[src/verilog/fsp_pkg.sv]
`default_nettype none
package fsp_pkg;
  localparam int unsigned NUM_SECTORS   = 256;
  localparam int unsigned SECTOR_BITS   = 8;
  localparam int unsigned BOOT_SECTORS  = 8;
  localparam int unsigned BOOT_SUBSECTS = 16;
  localparam int unsigned CODE_ALL_MIN  = 9;
  localparam int unsigned SECTOR_KBYTES = 64;

  // apb byte offsets
  localparam logic [7:0] OFF_STATUS   = 8'h00;
  localparam logic [7:0] OFF_INT_STAT = 8'h04;
  localparam logic [7:0] OFF_INT_MASK = 8'h08;
  localparam logic [7:0] OFF_LAST     = 8'h0C;

  // status word fields (apb status word; the fields below bit 8 also in the link data byte)
  localparam int unsigned POS_CODE  = 0;
  localparam int unsigned POS_TB    = 5;
  localparam int unsigned POS_STATUS_WRITE_DISABLE  = 7;
  localparam int unsigned POS_WP    = 8;
  localparam int unsigned POS_PFLAG = 9;
  // lock data fields
  localparam int unsigned POS_WLOCK = 0;
  localparam int unsigned POS_LDOWN = 1;
  // interrupt bits
  localparam int unsigned IRQ_PROT   = 0;
  localparam int unsigned IRQ_LOCKIG = 1;
  localparam int unsigned IRQ_SRREJ  = 2;
  localparam int unsigned IRQ_DONE   = 3;
  localparam int unsigned IRQ_BITS   = 4;
  // last-request word fields
  localparam int unsigned POS_LSECT = 0;
  localparam int unsigned POS_LREJ  = 8;
  localparam int unsigned POS_LBOOT = 9;

  localparam logic [3:0] RST_CODE = 4'h0;
  localparam logic       RST_TB   = 1'b0;
  localparam logic       RST_STATUS_WRITE_DISABLE = 1'b0;
  localparam logic [IRQ_BITS-1:0] RST_MASK = 4'h0;

  typedef enum logic [1:0] {
    fsp_uniform,
    fsp_bottom_boot,
    fsp_top_boot
  } fsp_arch_type;

  typedef enum logic [2:0] {
    fsp_op_none,
    fsp_op_lock_read,
    fsp_op_lock_write,
    fsp_op_program,
    fsp_op_erase,
    fsp_op_subsector_erase,
    fsp_op_status_write,
    fsp_op_clear_flags
  } fsp_op_type;

  typedef enum {
    fsp_st_idle,
    fsp_st_exec
  } fsp_state_type;
endpackage
`default_nettype wire

[src/verilog/fsp_range_if.sv]
`default_nettype none
interface fsp_range_if;
  import fsp_pkg::*;
  logic [SECTOR_BITS-1:0] sector;
  logic [3:0]             code;
  logic                   tb;
  logic                   hit;
  logic                   boot;
  modport requester (output sector, output code, output tb,
                     input hit, input boot);
  modport decoder   (input sector, input code, input tb,
                     output hit, output boot);
endinterface
`default_nettype wire

[src/bench/fsp_host.sv]
`default_nettype none
module fsp_host (
  input  wire logic  pclk,
  output logic       link_sclk,
  output logic       link_req,
  output logic [2:0] link_op,
  output logic [fsp_pkg::SECTOR_BITS-1:0] link_sector,
  output logic [7:0] link_data
);
  timeunit 1ns;
  timeprecision 1ns;
  initial begin
    link_sclk = 1'b0;
    link_req = 1'b0;
    link_op = 3'h0;
    link_sector = 8'h00;
    link_data = 8'h00;
  end
  // one request per frame; clock stands low between frames
  // each half period is four pclk cycles, 160 ns in all
  task automatic send(input logic [2:0] op, input logic [7:0] s, d);
    @(posedge pclk);
    link_op <= op;
    link_sector <= s;
    link_data <= d;
    link_req <= 1'b1;
    repeat (4) @(posedge pclk);
    link_sclk <= 1'b1;
    repeat (4) @(posedge pclk);
    link_sclk <= 1'b0;
    // flip released lines so stale values never look valid
    link_req <= 1'b0;
    link_op <= ~op;
    link_sector <= ~s;
    link_data <= ~d;
  endtask
endmodule
`default_nettype wire

[src/bench/tb.sv]
`default_nettype none
module tb;
  timeunit 1ns;
  timeprecision 1ns;
  import fsp_pkg::*;
  logic        pclk, presetn, psel, penable, pwrite, pready, pslverr;
  logic        irq, wp_n, sclk, req, reject, ack, se, reject_bb;
  logic [7:0]  paddr, ldata, rdata, sect, sa;
  logic [2:0]  op;
  logic [31:0] pwdata, prdata, rv;
  int          errors, cmp_count, cyc, n, k;
  fsp_top u_dut (.pclk(pclk), .presetn(presetn), .psel(psel),
    .penable(penable), .pwrite(pwrite), .paddr(paddr), .pwdata(pwdata),
    .prdata(prdata), .pready(pready), .pslverr(pslverr), .irq(irq),
    .link_sclk(sclk), .link_req(req), .link_op(op), .link_sector(sect),
    .link_data(ldata), .write_protect_n(wp_n), .link_rdata(rdata),
    .link_reject(reject), .link_ack(ack));
  // second array shape: subsectors live in the low boot sectors
  fsp_top #(.ARCH(fsp_bottom_boot)) u_dut_bb (.pclk(pclk),
    .presetn(presetn), .psel(psel), .penable(penable), .pwrite(pwrite),
    .paddr(paddr), .pwdata(pwdata), .prdata(), .pready(), .pslverr(),
    .irq(), .link_sclk(sclk), .link_req(req), .link_op(op),
    .link_sector(sect), .link_data(ldata), .write_protect_n(wp_n),
    .link_rdata(), .link_reject(reject_bb), .link_ack());
  fsp_host u_host (.pclk(pclk), .link_sclk(sclk), .link_req(req),
    .link_op(op), .link_sector(sect), .link_data(ldata));
  initial begin
    pclk = 1'b0;
    forever #10 pclk = ~pclk;
  end
  task automatic print_verdict();
    $display("compares %0d mismatches %0d", cmp_count, errors);
    if (errors == 0 && cmp_count > 0)
      $display("TEST PASSED");
    else
      $display("TEST FAILED");
    $finish;
  endtask
  always @(posedge pclk) begin
    cyc++;
    if (cyc > 20000) begin
      errors++;
      print_verdict();
    end
  end
  task automatic chk(input string nm, input logic [31:0] ex, got);
    cmp_count++;
    if (got !== ex) begin
      errors++;
      $display("[ERR] %s exp %h got %h", nm, ex, got);
    end
  endtask
  task automatic apb(input logic w, input logic [7:0] a,
                     input logic [31:0] d);
    @(posedge pclk);
    psel <= 1'b1;
    penable <= 1'b0;
    pwrite <= w;
    paddr <= a;
    pwdata <= d;
    @(posedge pclk);
    penable <= 1'b1;
    do @(posedge pclk); while (pready !== 1'b1);
    rv = prdata;
    se = pslverr;
    psel <= 1'b0;
    penable <= 1'b0;
  endtask
  task automatic lk(input logic [2:0] o, input logic [7:0] s, d);
    logic a;
    a = ack;
    u_host.send(o, s, d);
    n = 0;
    while (ack === a && n < 30) begin
      @(posedge pclk);
      n++;
    end
    chk("ack", 1, ack !== a);
  endtask
  function automatic int sz(input int c);
    return c == 0 ? 0 : (c >= CODE_ALL_MIN ? 256 : 1 << (c - 1));
  endfunction
  initial begin
    psel = 1'b0;
    penable = 1'b0;
    pwrite = 1'b0;
    paddr = 8'h00;
    pwdata = 32'h0;
    wp_n = 1'b1;
    presetn = 1'b0;
    repeat (8) @(posedge pclk);
    presetn <= 1'b1;
    apb(0, OFF_STATUS, 0);
    chk("status", 0, rv);
    apb(0, OFF_INT_MASK, 0);
    chk("mask", 0, rv);
    lk(1, 5, 0);
    chk("lock", 0, rdata);
    $display("reset test done");
    lk(2, 5, 8'h01);
    lk(1, 5, 0);
    chk("lock", 1, rdata);
    lk(3, 5, 0);
    chk("reject", 1, reject);
    lk(4, 6, 0);
    chk("reject", 0, reject);
    apb(0, OFF_STATUS, 0);
    chk("flag", 1, rv[POS_PFLAG]);
    lk(2, 5, 8'h03);
    chk("reject", 0, reject);
    lk(2, 5, 8'h00);
    chk("reject", 1, reject);
    lk(1, 5, 0);
    chk("lock", 3, rdata);
    lk(5, 100, 0);
    chk("reject", 1, reject);
    apb(0, OFF_LAST, 0);
    chk("last", 32'h164, rv);
    lk(5, 3, 0);
    chk("reject", 1, reject);
    chk("boot", 0, reject_bb);
    lk(5, 250, 0);
    chk("boot", 1, reject_bb);
    $display("lock test done");
    // just inside and just outside each range edge, program and erase alternately
    for (int t = 0; t < 2; t++)
      for (int c = 0; c < 16; c++) begin
        lk(6, 0, 8'(c | t << 5));
        k = sz(c);
        for (int j = 0; j < 2; j++) begin
          sa = 8'(t ? k - 1 + j : 255 - k + j);
          lk(3'(3 + c % 2), sa, 0);
          chk("range", t ? sa < k : sa >= 256 - k, reject);
        end
      end
    $display("range test done");
    lk(6, 0, 8'h80);
    lk(0, 0, 0);
    chk("status", 8'h80, rdata);
    lk(7, 0, 0);
    apb(0, OFF_STATUS, 0);
    chk("flag", 0, rv[POS_PFLAG]);
    wp_n <= 1'b0;
    repeat (10) @(posedge pclk);
    lk(6, 0, 8'h05);
    chk("reject", 1, reject);
    apb(0, OFF_STATUS, 0);
    chk("status", 32'h380, rv);
    wp_n <= 1'b1;
    repeat (10) @(posedge pclk);
    lk(6, 0, 8'h02);
    chk("reject", 0, reject);
    $display("pin test done");
    apb(0, OFF_INT_STAT, 0);
    chk("istat", 32'hF, rv);
    apb(1, OFF_INT_MASK, 1);
    repeat (2) @(posedge pclk);
    chk("irq", 1, irq);
    apb(1, OFF_INT_MASK, 0);
    repeat (2) @(posedge pclk);
    chk("irq", 0, irq);
    apb(1, OFF_INT_STAT, 32'hF);
    apb(0, OFF_INT_STAT, 0);
    chk("istat", 0, rv);
    apb(1, OFF_INT_MASK, 32'hF);
    apb(0, OFF_INT_MASK, 0);
    chk("mask", 32'hF, rv);
    chk("irq", 0, irq);
    lk(3, 200, 0);
    repeat (2) @(posedge pclk);
    chk("irq", 1, irq);
    apb(1, OFF_STATUS, 32'hFF);
    apb(0, OFF_STATUS, 0);
    chk("status", 32'h202, rv);
    apb(0, 8'h10, 0);
    chk("slverr", 1, se);
    chk("unmapped", 0, rv);
    $display("register test done");
    presetn <= 1'b0;
    repeat (2) @(posedge pclk);
    presetn <= 1'b1;
    lk(1, 5, 0);
    chk("lock", 0, rdata);
    lk(2, 5, 8'h01);
    chk("reject", 0, reject);
    $display("power-up test done");
    print_verdict();
  end
endmodule
`default_nettype wire

[src/verilog/fsp_range.sv]
`default_nettype none
module fsp_range #(
  parameter fsp_pkg::fsp_arch_type ARCH = fsp_pkg::fsp_uniform
) (
  fsp_range_if.decoder rif
);
  import fsp_pkg::*;

  logic [SECTOR_BITS:0] count;
  logic [SECTOR_BITS:0] sect9;

  always_comb begin
    sect9 = {1'b0, rif.sector};
    if (rif.code == 4'h0) begin
      count = '0;
    end else if (rif.code >= 4'(CODE_ALL_MIN)) begin
      count = (SECTOR_BITS+1)'(NUM_SECTORS);
    end else begin
      count = (SECTOR_BITS+1)'(1) << (rif.code - 4'h1);
    end
    // top/bottom picks the end of the array the range grows from
    if (rif.tb) begin
      rif.hit = sect9 < count;
    end else begin
      rif.hit = sect9 >= ((SECTOR_BITS+1)'(NUM_SECTORS) - count);
    end
    case (ARCH)
      fsp_bottom_boot: rif.boot = sect9 < (SECTOR_BITS+1)'(BOOT_SECTORS);
      fsp_top_boot:    rif.boot = sect9 >= (SECTOR_BITS+1)'(NUM_SECTORS
                                  - BOOT_SECTORS);
      default:         rif.boot = 1'b0;
    endcase
  end
endmodule
`default_nettype wire

[src/verilog/fsp_top.sv]
`default_nettype none
module fsp_top #(
  parameter fsp_pkg::fsp_arch_type ARCH = fsp_pkg::fsp_uniform
) (
  input  wire logic                          pclk,
  input  wire logic                          presetn,
  input  wire logic                          psel,
  input  wire logic                          penable,
  input  wire logic                          pwrite,
  input  wire logic [7:0]                    paddr,
  input  wire logic [31:0]                   pwdata,
  output logic      [31:0]                   prdata,
  output logic                               pready,
  output logic                               pslverr,
  output logic                               irq,
  input  wire logic                          link_sclk,
  input  wire logic                          link_req,
  input  wire logic [2:0]                    link_op,
  input  wire logic [fsp_pkg::SECTOR_BITS-1:0] link_sector,
  input  wire logic [7:0]                    link_data,
  input  wire logic                          write_protect_n,
  output logic      [7:0]                    link_rdata,
  output logic                               link_reject,
  output logic                               link_ack
);
  import fsp_pkg::*;

  localparam int unsigned SYNC_W = 1 + 1 + 3 + SECTOR_BITS + 8 + 1;
  // protect pin idles high; a zero here would fake a protect state
  localparam logic [SYNC_W-1:0] SYNC_RST = SYNC_W'(1);

  // refuse shapes the decoders cannot serve
  if (ARCH != fsp_uniform && ARCH != fsp_bottom_boot
      && ARCH != fsp_top_boot) begin : g_bad_arch
    $error("unsupported array architecture");
  end
  if (NUM_SECTORS != (1 << SECTOR_BITS)) begin : g_bad_count
    $error("sector count must fill the sector index");
  end
  if (BOOT_SECTORS > NUM_SECTORS) begin : g_bad_boot
    $error("more boot sectors than sectors");
  end
  if (CODE_ALL_MIN > SECTOR_BITS + 2) begin : g_bad_code
    $error("range code threshold out of reach");
  end

  typedef struct packed {
    logic [SYNC_W-1:0]      sync1;
    logic [SYNC_W-1:0]      sync2;
    logic                   sclk_prev;
    fsp_state_type          state;
    fsp_op_type             op;
    logic [SECTOR_BITS-1:0] sector;
    logic [7:0]             data;
    logic [NUM_SECTORS-1:0] wlock;
    logic [NUM_SECTORS-1:0] ldown;
    logic [3:0]             code;
    logic                   tb;
    logic                   status_write_disable;
    logic                   prot_flag;
    logic [IRQ_BITS-1:0]    int_stat;
    logic [IRQ_BITS-1:0]    int_mask;
    logic [SECTOR_BITS-1:0] last_sector;
    logic                   last_rej;
    logic                   last_boot;
    logic [7:0]             rdata;
    logic                   reject;
    logic                   ack;
    logic [31:0]            prdata;
    logic                   pslverr;
  } fsp_regs_type;

  fsp_regs_type s_r;
  fsp_regs_type s_nxt;

  fsp_range_if rif ();
  fsp_range #(.ARCH(ARCH)) u_range (.rif(rif));

  logic                   sclk_s;
  logic                   req_s;
  logic [2:0]             op_s;
  logic [SECTOR_BITS-1:0] sect_s;
  logic [7:0]             data_s;
  logic                   wp_active;
  logic                   sclk_rise;
  logic                   sect_locked;
  logic                   sect_prot;
  logic                   sr_frozen;
  logic                   apb_setup;
  logic                   apb_wr;
  logic                   mapped;
  logic [IRQ_BITS-1:0]    ev;
  logic [IRQ_BITS-1:0]    w1c;
  logic [31:0]            status_word;
  logic [NUM_SECTORS-1:0] sect_sel;
  logic [NUM_SECTORS-1:0] wlock_upd;
  logic [NUM_SECTORS-1:0] ldown_upd;
  logic                   lock_wr_ok;

  assign {sclk_s, req_s, op_s, sect_s, data_s} = s_r.sync2[SYNC_W-1:1];
  assign wp_active = ~s_r.sync2[0];
  assign sclk_rise = sclk_s & ~s_r.sclk_prev;

  assign rif.sector = s_r.sector;
  assign rif.code   = s_r.code;
  assign rif.tb     = s_r.tb;

  assign sect_locked = s_r.wlock[s_r.sector];
  assign sect_prot   = sect_locked | rif.hit;
  // joint hardware lock of the status bits
  assign sr_frozen   = wp_active & s_r.status_write_disable;

  // lock write lands only while the addressed lock-down bit is clear
  assign lock_wr_ok = (s_r.state == fsp_st_exec)
                      && (s_r.op == fsp_op_lock_write)
                      && !s_r.ldown[s_r.sector];

  // one lock cell per sector; each keeps its bits unless addressed
  for (genvar i = 0; i < NUM_SECTORS; i++) begin : g_lock
    assign sect_sel[i]  = s_r.sector == SECTOR_BITS'(i);
    assign wlock_upd[i] = (lock_wr_ok && sect_sel[i])
                          ? s_r.data[POS_WLOCK] : s_r.wlock[i];
    assign ldown_upd[i] = (lock_wr_ok && sect_sel[i])
                          ? s_r.data[POS_LDOWN] : s_r.ldown[i];
  end

  assign apb_setup = psel & ~penable;
  assign apb_wr    = psel & penable & pwrite;
  assign mapped    = (paddr == OFF_STATUS) || (paddr == OFF_INT_STAT)
                     || (paddr == OFF_INT_MASK) || (paddr == OFF_LAST);
  assign w1c = (apb_wr && paddr == OFF_INT_STAT)
               ? pwdata[IRQ_BITS-1:0] : '0;

  always_comb begin
    status_word = '0;
    status_word[POS_CODE +: 4] = s_r.code;
    status_word[POS_TB]        = s_r.tb;
    status_word[POS_STATUS_WRITE_DISABLE]      = s_r.status_write_disable;
    status_word[POS_WP]        = wp_active;
    status_word[POS_PFLAG]     = s_r.prot_flag;
  end

  always_comb begin
    s_nxt = s_r;
    ev    = '0;
    s_nxt.sync1     = {link_sclk, link_req, link_op, link_sector,
                       link_data, write_protect_n};
    s_nxt.sync2     = s_r.sync1;
    s_nxt.sclk_prev = sclk_s;

    case (s_r.state)
      fsp_st_idle: begin
        // request captured on a serial clock rising edge
        if (sclk_rise && req_s) begin
          s_nxt.op     = fsp_op_type'(op_s);
          s_nxt.sector = sect_s;
          s_nxt.data   = data_s;
          s_nxt.state  = fsp_st_exec;
        end
      end
      fsp_st_exec: begin
        // one cycle so the range decoder sees the captured sector
        s_nxt.state       = fsp_st_idle;
        s_nxt.reject      = 1'b0;
        s_nxt.last_sector = s_r.sector;
        s_nxt.last_boot   = rif.boot;
        case (s_r.op)
          fsp_op_lock_read: begin
            s_nxt.rdata = '0;
            s_nxt.rdata[POS_WLOCK] = s_r.wlock[s_r.sector];
            s_nxt.rdata[POS_LDOWN] = s_r.ldown[s_r.sector];
          end
          fsp_op_lock_write: begin
            if (s_r.ldown[s_r.sector]) begin
              s_nxt.reject = 1'b1;
              ev[IRQ_LOCKIG] = 1'b1;
            end else begin
              s_nxt.wlock = wlock_upd;
              s_nxt.ldown = ldown_upd;
            end
          end
          fsp_op_program,
          fsp_op_erase,
          fsp_op_subsector_erase: begin
            if (sect_prot) begin
              s_nxt.reject   = 1'b1;
              ev[IRQ_PROT]   = 1'b1;
            end else if (s_r.op == fsp_op_subsector_erase && !rif.boot) begin
              // subsectors exist only in boot sectors
              s_nxt.reject = 1'b1;
            end
          end
          fsp_op_status_write: begin
            if (sr_frozen) begin
              s_nxt.reject  = 1'b1;
              ev[IRQ_SRREJ] = 1'b1;
              ev[IRQ_PROT]  = 1'b1;
            end else if (wp_active) begin
              // pin alone: protected bits hold, write is rejected and raises only the done interrupt, no flag
              s_nxt.reject = 1'b1;
            end else begin
              s_nxt.code = s_r.data[POS_CODE +: 4];
              s_nxt.tb   = s_r.data[POS_TB];
              s_nxt.status_write_disable = s_r.data[POS_STATUS_WRITE_DISABLE];
            end
          end
          fsp_op_clear_flags: begin
            s_nxt.prot_flag = 1'b0;
          end
          default: begin
            s_nxt.rdata = status_word[7:0];
          end
        endcase
        s_nxt.last_rej = s_nxt.reject;
        ev[IRQ_DONE]   = 1'b1;
        s_nxt.ack      = ~s_r.ack;
      end
      default: begin
        s_nxt.state = fsp_st_idle;
      end
    endcase

    // set wins over clear
    if (ev[IRQ_PROT]) begin
      s_nxt.prot_flag = 1'b1;
    end
    s_nxt.int_stat = (s_r.int_stat & ~w1c) | ev;

    if (apb_wr && paddr == OFF_INT_MASK) begin
      s_nxt.int_mask = pwdata[IRQ_BITS-1:0];
    end
    // read data taken in setup, held through the access phase
    if (apb_setup) begin
      s_nxt.pslverr = ~mapped;
      case (paddr)
        OFF_STATUS:   s_nxt.prdata = status_word;
        OFF_INT_STAT: s_nxt.prdata = 32'(s_r.int_stat);
        OFF_INT_MASK: s_nxt.prdata = 32'(s_r.int_mask);
        OFF_LAST: begin
          s_nxt.prdata = '0;
          s_nxt.prdata[POS_LSECT +: SECTOR_BITS] = s_r.last_sector;
          s_nxt.prdata[POS_LREJ]  = s_r.last_rej;
          s_nxt.prdata[POS_LBOOT] = s_r.last_boot;
        end
        default:      s_nxt.prdata = '0;
      endcase
    end
  end

  always_ff @(posedge pclk or negedge presetn) begin
    if (!presetn) begin
      s_r.sync1       <= SYNC_RST;
      s_r.sync2       <= SYNC_RST;
      s_r.sclk_prev   <= 1'b0;
      s_r.state       <= fsp_st_idle;
      s_r.op          <= fsp_op_none;
      s_r.sector      <= '0;
      s_r.data        <= '0;
      s_r.wlock       <= '0;
      s_r.ldown       <= '0;
      s_r.code        <= RST_CODE;
      s_r.tb          <= RST_TB;
      s_r.status_write_disable        <= RST_STATUS_WRITE_DISABLE;
      s_r.prot_flag   <= 1'b0;
      s_r.int_stat    <= '0;
      s_r.int_mask    <= RST_MASK;
      s_r.last_sector <= '0;
      s_r.last_rej    <= 1'b0;
      s_r.last_boot   <= 1'b0;
      s_r.rdata       <= '0;
      s_r.reject      <= 1'b0;
      s_r.ack         <= 1'b0;
      s_r.prdata      <= '0;
      s_r.pslverr     <= 1'b0;
    end else begin
      s_r <= s_nxt;
    end
  end

  assign prdata      = s_r.prdata;
  assign pready      = psel & penable;
  assign pslverr     = psel & penable & s_r.pslverr;
  assign irq         = |(s_r.int_stat & s_r.int_mask);
  assign link_rdata  = s_r.rdata;
  assign link_reject = s_r.reject;
  assign link_ack    = s_r.ack;
endmodule
`default_nettype wire
[config.mk]
export PLATFORM = sky130hd
export DESIGN_NAME = fsp_top
export DESIGN_NICKNAME = d
export VERILOG_FILES = /design/src/verilog/fsp_pkg.sv /design/src/verilog/fsp_range_if.sv /design/src/bench/fsp_host.sv /design/src/bench/tb.sv /design/src/verilog/fsp_range.sv /design/src/verilog/fsp_top.sv
export SDC_FILE = /design/constraint.sdc
export NUM_CORES = 1
export LEC_CHECK = 0
export BUFFER_PORTS_ARGS = -buffer_cell sky130_fd_sc_hd__buf_2
export CORE_ASPECT_RATIO = 0.5
export CORE_MARGIN = 2
export CORE_UTILIZATION = 50
export DETAILED_ROUTE_END_ITERATION = 7
export PLACE_DENSITY_LB_ADDON = 0.3
export SETUP_SLACK_MARGIN = 0.2
export SYNTH_ARGS = -nofsm -noshare
export SYNTH_HDL_FRONTEND = slang
export SYNTH_SLANG_ARGS = --single-unit
[constraint.sdc]
create_clock -name pclk -period 4.1 [get_ports pclk]
set_clock_uncertainty 0.05 [all_clocks]
set_input_delay 0.205 -clock pclk [delete_from_list [all_inputs] [get_ports pclk]]
set_output_delay 0.205 -clock pclk [all_outputs]
set_load 0.005 [all_outputs]
==> impl_metrics.csv, run 1 <==
group,metric,value,unit
synthesis,synthDistinctLibCells,64,
floorplanning,row_count,62,
clock_network,cts_buffers,55,
worst_setup_path,crit_buf_inv,3,
worst_setup_path,cpLargestDelayFamily,"compound AO/OA/AOI/OAI gates",
drt,detail_route.wl_per_cell,22.5,um
placement,placed_cell_area,29900,um^2
worst_setup_path,max_stage_delay,0.52,ns
worst_setup_path,crit_chain,"buf_12, mux4_2, a22oi_1, a21oi_1, a311oi_1, o311ai_1, a221oi_4, buf_12, buf_12, nand3_1, mux2_1",
worst_setup_path,worstPathArrival,4.15,ns
floorplanning,core_area,57300,um^2
drt,num_vias,19352,
grt,grt_util_all_layers,23.9,%
synthesis,ys_seq_area_share,52.9,%
clock_network,cts_root_buf,"clkbuf_16",
grt,grt-ovfl-total,0,
drt,detail_route.first_pass.iterations,5,
timing,worst_slack,0.384,ns
clock_network,htreeDepth,2,
run_status,status,"finished clean",
worst_setup_path,slowest_stage,"mux4_2",
grt,grt_pass1_vias,19682,
grt,grt_max_degree,144,
drt,drt_iter0_drc,1814,
layout,finish.utilization,56.1,%
clock_network,numClockSinks,613,
pwr,leakage,16.9,nW
placement,gp_congestion,0.837,
floorplanning,die_y,174,um
grt,antenna_found_initial,0,
drt,wl,70.9,mm
hold_path,hp-class,"in -> reg",
synthesis,synth_async_sr_flop_share,100,%
pwr,vdd_drop_max,0.000302,V
timing,maxSlewHeadroom,24.6,%
clock_network,cts_resized,0,
timing,grt_setup_unrepaired,"no",
clock_network,clk_path_buf_depth,3,
worst_setup_path,critPathKind,"reg -> reg",
floorplanning,die_area,60100,um^2
job,cap_violations,0,
clock_network,clkLatencyLatePin,0.60,ns
timing,setup_viol,0,
placement,dp_slack,0.232,ns
clock_network,cts_tree,"built",
placement,portBuffers,57,
timing,maxSlewViolCount,0,
floorplanning,start_util,50.6,%
timing,worst_pin_slew,1.13,ns
layout,nets,2419,
worst_setup_path,path_max_fanout,53,
worst_setup_path,worstPathRequired,4.53,ns
layout,drive_gt1_share,16.9,%
drt,post-route-drc-count,0,
clock_network,clk_pin_slew,0.07,ns
timing,fmax,269,MHz
grt,grt_pass1_wl,113,mm
layout,area_growth_syn_to_layout,10.9,%
floorplanning,io_pins,112,
placement,dp_hpwl,44.9,mm
worst_setup_path,start_kind,"flip-flop",
worst_setup_path,endpoint_kind,"flip-flop",
synthesis,syn-cell-area,29000,um^2
synthesis,synth-seq-cells,613,
pwr,power,14.3,mW
synthesis,yosys_warnings,0,
synthesis,syn_inst,2332,
timing,fin_crit,3.72,ns
pwr,powerDensity,443,nW/um^2
layout,stdcell_area,32200,um^2
worst_setup_path,cp_common_cell,"buf_12",
synthesis,syn_area_per_cell,12.4,um^2
drt,antenna_left,0,
synthesis,synth-edff-count,0,
synthesis,synthFlopType,"dfrtp_1",
drt,viasPerCell,6.15,
floorplanning,die_w,345,um
timing,fin_crit_sh,90.6,%
timing,tns,0,ns
timing,final_hold_viol_count,0,
final timing paths:
check                                         to  cells past startpoint                       from  slack, ns
max                         s_r[441]$_DFFE_PN0P_                     11  rif.sector[0]$_DFFE_PN0P_       0.38
min                        prdata[8]$_DFFE_PN0P_                      4                   paddr[6]       0.02
max reg2reg                 s_r[441]$_DFFE_PN0P_                     11  rif.sector[0]$_DFFE_PN0P_       0.38
min reg2reg                      req_s$_DFF_PN0_                      0       s_nxt[652]$_DFF_PN0_       0.30
max in group asynchronous     s_r[643]$_DFF_PN0_                      3                    presetn       2.60
min in group asynchronous   s_r[233]$_DFFE_PN0P_                      2                    presetn       0.17
metrics by stage:
| stage | hold WS [ns] | std cells |
|---|---|---|
| 3_3_place_gp | 0.264 | 3017 |
| 5_1_grt | 0.0464 | 3147 |
| 2_1_floorplan | -0.141 | 2355 |
| 6_report | 0.0249 | 3148 |
| 4_1_cts | 0.00562 | 3142 |
| 3_5_place_dp | 0.265 | 3017 |
cells in the final DEF, fill, tap and decap left out, types with 34 or more instances in the layout:
master     instances
clkbuf_16         57
nand2_1           76
mux2i_1           57
a21o_1           258
nand3_1          285
a22oi_1           56
mux2_2            34
mux4_2           109
buf_4             55
dfrtp_1          607
nor2_1           149
mux2_1           256
buf_2             56
Yosys cell counts, types with 27 or more instances:
library cell	number	area [um^2]
nand2_1	76	285
dfrtp_1	611	15300
mux2_2	34	383
nor2_1	151	567
buf_2	45	225
nand3_1	285	1430
a22oi_1	56	420
buf_4	49	368
mux4_2	109	2450
buf_6	27	304
mux2_1	256	2880
mux2i_1	57	571
a21o_1	258	1940
clkbuf_1	94	353
flip-flops by register name (all words and copies together) (netlist names), 3 cells and up:
register,count
s_r,551
s_nxt,21
prdata,10
rif.sector,8
data_s,6
link_rdata,6
rif.code,4
op_s,3
cells by family after synthesis:
kind of cell,after synthesis,share of synthesized area [%]
flip-flops,613,52.9
AND/OR/NAND/NOR,592,9.66
multiplexers,456,21.7
AO/OA/AOI/OAI,404,10.2
buffers and inverters,247,4.80
adder cells (fa/ha/maj),16,0.690
XOR/XNOR,3,0.0906
other,1,0.0129
worst reg2reg max path: stages (launching register included):
cell and delay, ns:
dfrtp_4 0.49, buf_12 0.16, mux4_2 0.52, a22oi_1 0.31, a21oi_1 0.19, a311oi_1 0.27, o311ai_1 0.20, a221oi_4 0.38
buf_12 0.22, buf_12 0.28, nand3_1 0.16, mux2_1 0.36
layout make-up:
type	count	area, um^2
diodes	1	2.50
clock buffers	75	1620
clock inverters	25	268
fillers	4665	25200
inverters	6	22.5
multi-input cells	1495	12400
flip-flops and latches	613	15400
well taps	768	961
repair buffers	165	1520
layer usage:
metal  wire [um]  GRT usage, %
met5           0             0
met3        4800          4.19
met1       31600          35.0
met4        1370          5.45
met2       33100          37.3
power breakdown:
| part | internal [mW] | leakage (nW) | switching (mW) |
|---|---|---|---|
| sequential | 6.20 | 8.38 | 0.294 |
| clock | 3.08 | 0.936 | 2.33 |
| combinational | 0.842 | 7.58 | 1.52 |
timing repair:
item | CTS | global route
endpoints found under the setup margin | 0 | 507
hold buffers | 25 | 0
buffers inserted | 0 | 5
endpoints found under the hold margin | 118 | 0
Note: power is estimated with default switching activity, not from simulation.
==> run 2, diff against run 1 <==
--- a/config.mk
+++ b/config.mk
@@ -6,6 +6,8 @@
 export NUM_CORES = 1
 export LEC_CHECK = 0
 export BUFFER_PORTS_ARGS = -buffer_cell sky130_fd_sc_hd__buf_2
+export CELL_PAD_IN_SITES_DETAIL_PLACEMENT = 1
+export CELL_PAD_IN_SITES_GLOBAL_PLACEMENT = 1
 export CORE_ASPECT_RATIO = 0.5
 export CORE_MARGIN = 2
 export CORE_UTILIZATION = 50
==> run 2 against run 1 <==
Via count up 2.1%. Utilization about the same. Maximum frequency down 3.6%. Critical path depth up 2. Global-route usage up 3.6 points. Die area unchanged. Flip-flop and latch count unchanged. Power up 0.55%. Final area about the same. Combinational power up 6%. Sequential share of layout area about the same. Clock-buffer cell count up 5.
==> impl_metrics.csv, run 2 (synthesis gave the netlist of run 1 again) <==
group,metric,value,unit
hold_path,whs_endpoint,"prdata[6]$_DFFE_PN0P_",
timing,fmax,260,MHz
timing,setup_viol,0,
grt,grt_pass1_wl,129,mm
worst_setup_path,path_max_fanout,65,
worst_setup_path,cpLargestDelayFamily,"compound AO/OA/AOI/OAI gates",
layout,antenna_cells,0,
worst_setup_path,start_kind,"flip-flop",
layout,nets,2427,
floorplanning,core_area,57300,um^2
worst_setup_path,worstPathRequired,4.54,ns
run_status,status,"finished clean",
clock_network,clkLatencyLatePin,0.62,ns
floorplanning,start_util,50.6,%
timing,fin_crit,3.85,ns
clock_network,htreeDepth,2,
timing,maxSlewViolCount,0,
grt,antenna_found_initial,1,
drt,post-route-drc-count,0,
worst_setup_path,rr_worst_depth,13,
drt,antenna_left,0,
hold_path,hold_depth,5,
clock_network,clk_path_buf_depth,3,
grt,grt-ovfl-total,0,
worst_setup_path,max_stage_delay,0.50,ns
layout,final_cell_mix,"dfrtp_1, nand3_1, a21o_1",
drt,num_vias,19762,
clock_network,cts_root_buf,"clkbuf_16",
grt,grt_pass1_vias,21492,
timing,grt_setup_unrepaired,"yes",
drt,wl,80.5,mm
hold_path,hp-start,"paddr[1]",
worst_setup_path,reg2reg_slack,0.25,ns
pwr,power,14.3,mW
placement,dp_hpwl,50.5,mm
floorplanning,die_y,174,um
timing,worst_pin_slew,0.945,ns
worst_setup_path,critPathKind,"reg -> reg",
layout,finish.utilization,56.1,%
worst_setup_path,cp_common_cell,"buf_12",
floorplanning,die_w,345,um
placement,gp_congestion,0.828,
drt,detail_route.first_pass.iterations,5,
drt,viasPerCell,6.26,
layout,fillerInstances,5700,
floorplanning,row_count,62,
clock_network,cts_buffers,54,
worst_setup_path,crit_chain,"buf_12, buf_4, buf_4, mux4_2, a22oi_1, nand2_1, a21oi_1, o211ai_1, a221oi_4, buf_12, buf_12, nand3_1, mux2_1",
hold_path,hp-class,"in -> reg",
floorplanning,io_pins,112,
timing,maxSlewHeadroom,36.9,%
layout,finalNonFillerCells,3157,
clock_network,clk_pin_slew,0.07,ns
worst_setup_path,worstPathArrival,4.29,ns
worst_setup_path,slowest_stage,"mux4_2",
layout,drive_gt1_share,17.1,%
placement,portBuffers,57,
drt,drt_iter0_drc,1583,
worst_setup_path,endpoint_kind,"flip-flop",
worst_setup_path,crit-reg2reg-launch,"rif.sector[0]$_DFFE_PN0P_",
layout,largest_register_ffs,551,
grt,grt_max_degree,131,
clock_network,numClockSinks,613,
clock_network,cts_tree,"built",
layout,area_growth_syn_to_layout,10.9,%
pwr,powerDensity,446,nW/um^2
floorplanning,die_area,60100,um^2
pwr,vdd_drop_max,0.000311,V
worst_setup_path,crit_buf_inv,5,
placement,dp_cells,3021,
layout,final_common_cell,"dfrtp_1",
timing,final_hold_viol_count,0,
job,cap_violations,0,
layout,largest-register,"s_r",
worst_setup_path,r2r-end,"s_r[564]$_DFFE_PN0P_",
timing,holdWs,0.0546,ns
timing,fin_crit_sh,94.0,%
grt,grt_util_all_layers,27.5,%
timing,tns,0,ns
drt,detail_route.wl_per_cell,25.5,um
pwr,leakage,16.9,nW
-- run 2: cell types whose count changed in the layout (fill, tap and decap cells not counted), moves of 2 or more --
cell | before | now
dlygate4sd3_1 | 25 | 29
buf_4 | 55 | 63
clkbuf_1 | 5 | 8
clkbuf_16 | 57 | 55
clkinv_8 | 0 | 2
clkbuf_8 | 13 | 17
clkinv_2 | 14 | 12
buf_12 | 26 | 22
bufinv_16 | 5 | 3
-- run 2: how the worst max path moves through the flow --
stage | start | endpoint | slack, ns | cells past startpoint
after CTS | rif.sector[1]$_DFFE_PN0P_ | s_r[378]$_DFFE_PN0P_ | 0.29 | 11
after detailed placement | rif.sector[0]$_DFFE_PN0P_ | s_r[564]$_DFFE_PN0P_ | 0.12 | 10
after global routing | rif.sector[0]$_DFFE_PN0P_ | s_r[378]$_DFFE_PN0P_ | 0.13 | 13
after global placement | rif.sector[0]$_DFFE_PN0P_ | s_r[401]$_DFFE_PN0P_ | 0.18 | 10
final | rif.sector[0]$_DFFE_PN0P_ | s_r[564]$_DFFE_PN0P_ | 0.25 | 13
after floorplan | rif.sector[1]$_DFFE_PN0P_ | s_r[494]$_DFFE_PN0P_ | 0.69 | 15
-- run 2: final cells by class --
type | count | area (um^2) | area share, %
inverter | 6 | 22.5 | 0.0700
clock buffer | 80 | 1640 | 5.10
multi-input combinational | 1495 | 12400 | 38.6
clock inverter | 21 | 214 | 0.665
sequential | 613 | 15400 | 47.7
tap | 768 | 961 | 2.99
timing repair buffer | 174 | 1560 | 4.84
-- run 2: routing by layer --
metal	track usage [%]	up-vias	wire length (um)
met5	0	-	0
met4	7.07	0	1860
met2	43.9	519	38200
met3	4.66	134	4420
met1	39.3	10657	36000
li1	-	8452	-
-- run 2: through the flow --
stage	cell area, um^2	setup WS [ns]
CTS	32100	0.290
detailed placement	29900	0.123
global route	32200	0.126
global placement	29900	0.183
finish	32200	0.247
floorplan	29100	0.692
-- run 2: worst register-to-register path, cell delays in order, from the launching register on --
cell      delay [ns]
dfrtp_4         0.46
buf_12          0.17
buf_4           0.14
buf_4           0.15
mux4_2          0.50
a22oi_1         0.41
nand2_1         0.16
a21oi_1         0.20
o211ai_1        0.15
a221oi_4        0.24
buf_12          0.22
buf_12          0.29
nand3_1         0.21
mux2_1          0.37
-- run 2: report_power, final --
part / switching (mW) / total, mW / internal, mW / leakage, nW
combinational: 1.65 / 2.50 / 0.853 / 7.60
clock: 2.40 / 5.36 / 2.97 / 0.917
sequential: 0.276 / 6.48 / 6.20 / 8.38
-- run 2: repair_timing --
action                                 4_1_cts  5_1_grt
endpoints found under the hold margin      122        0
setup buffers                                5        1
gates resized for setup                      0        3
hold buffers                                29        0
setup endpoints to repair                  200      204
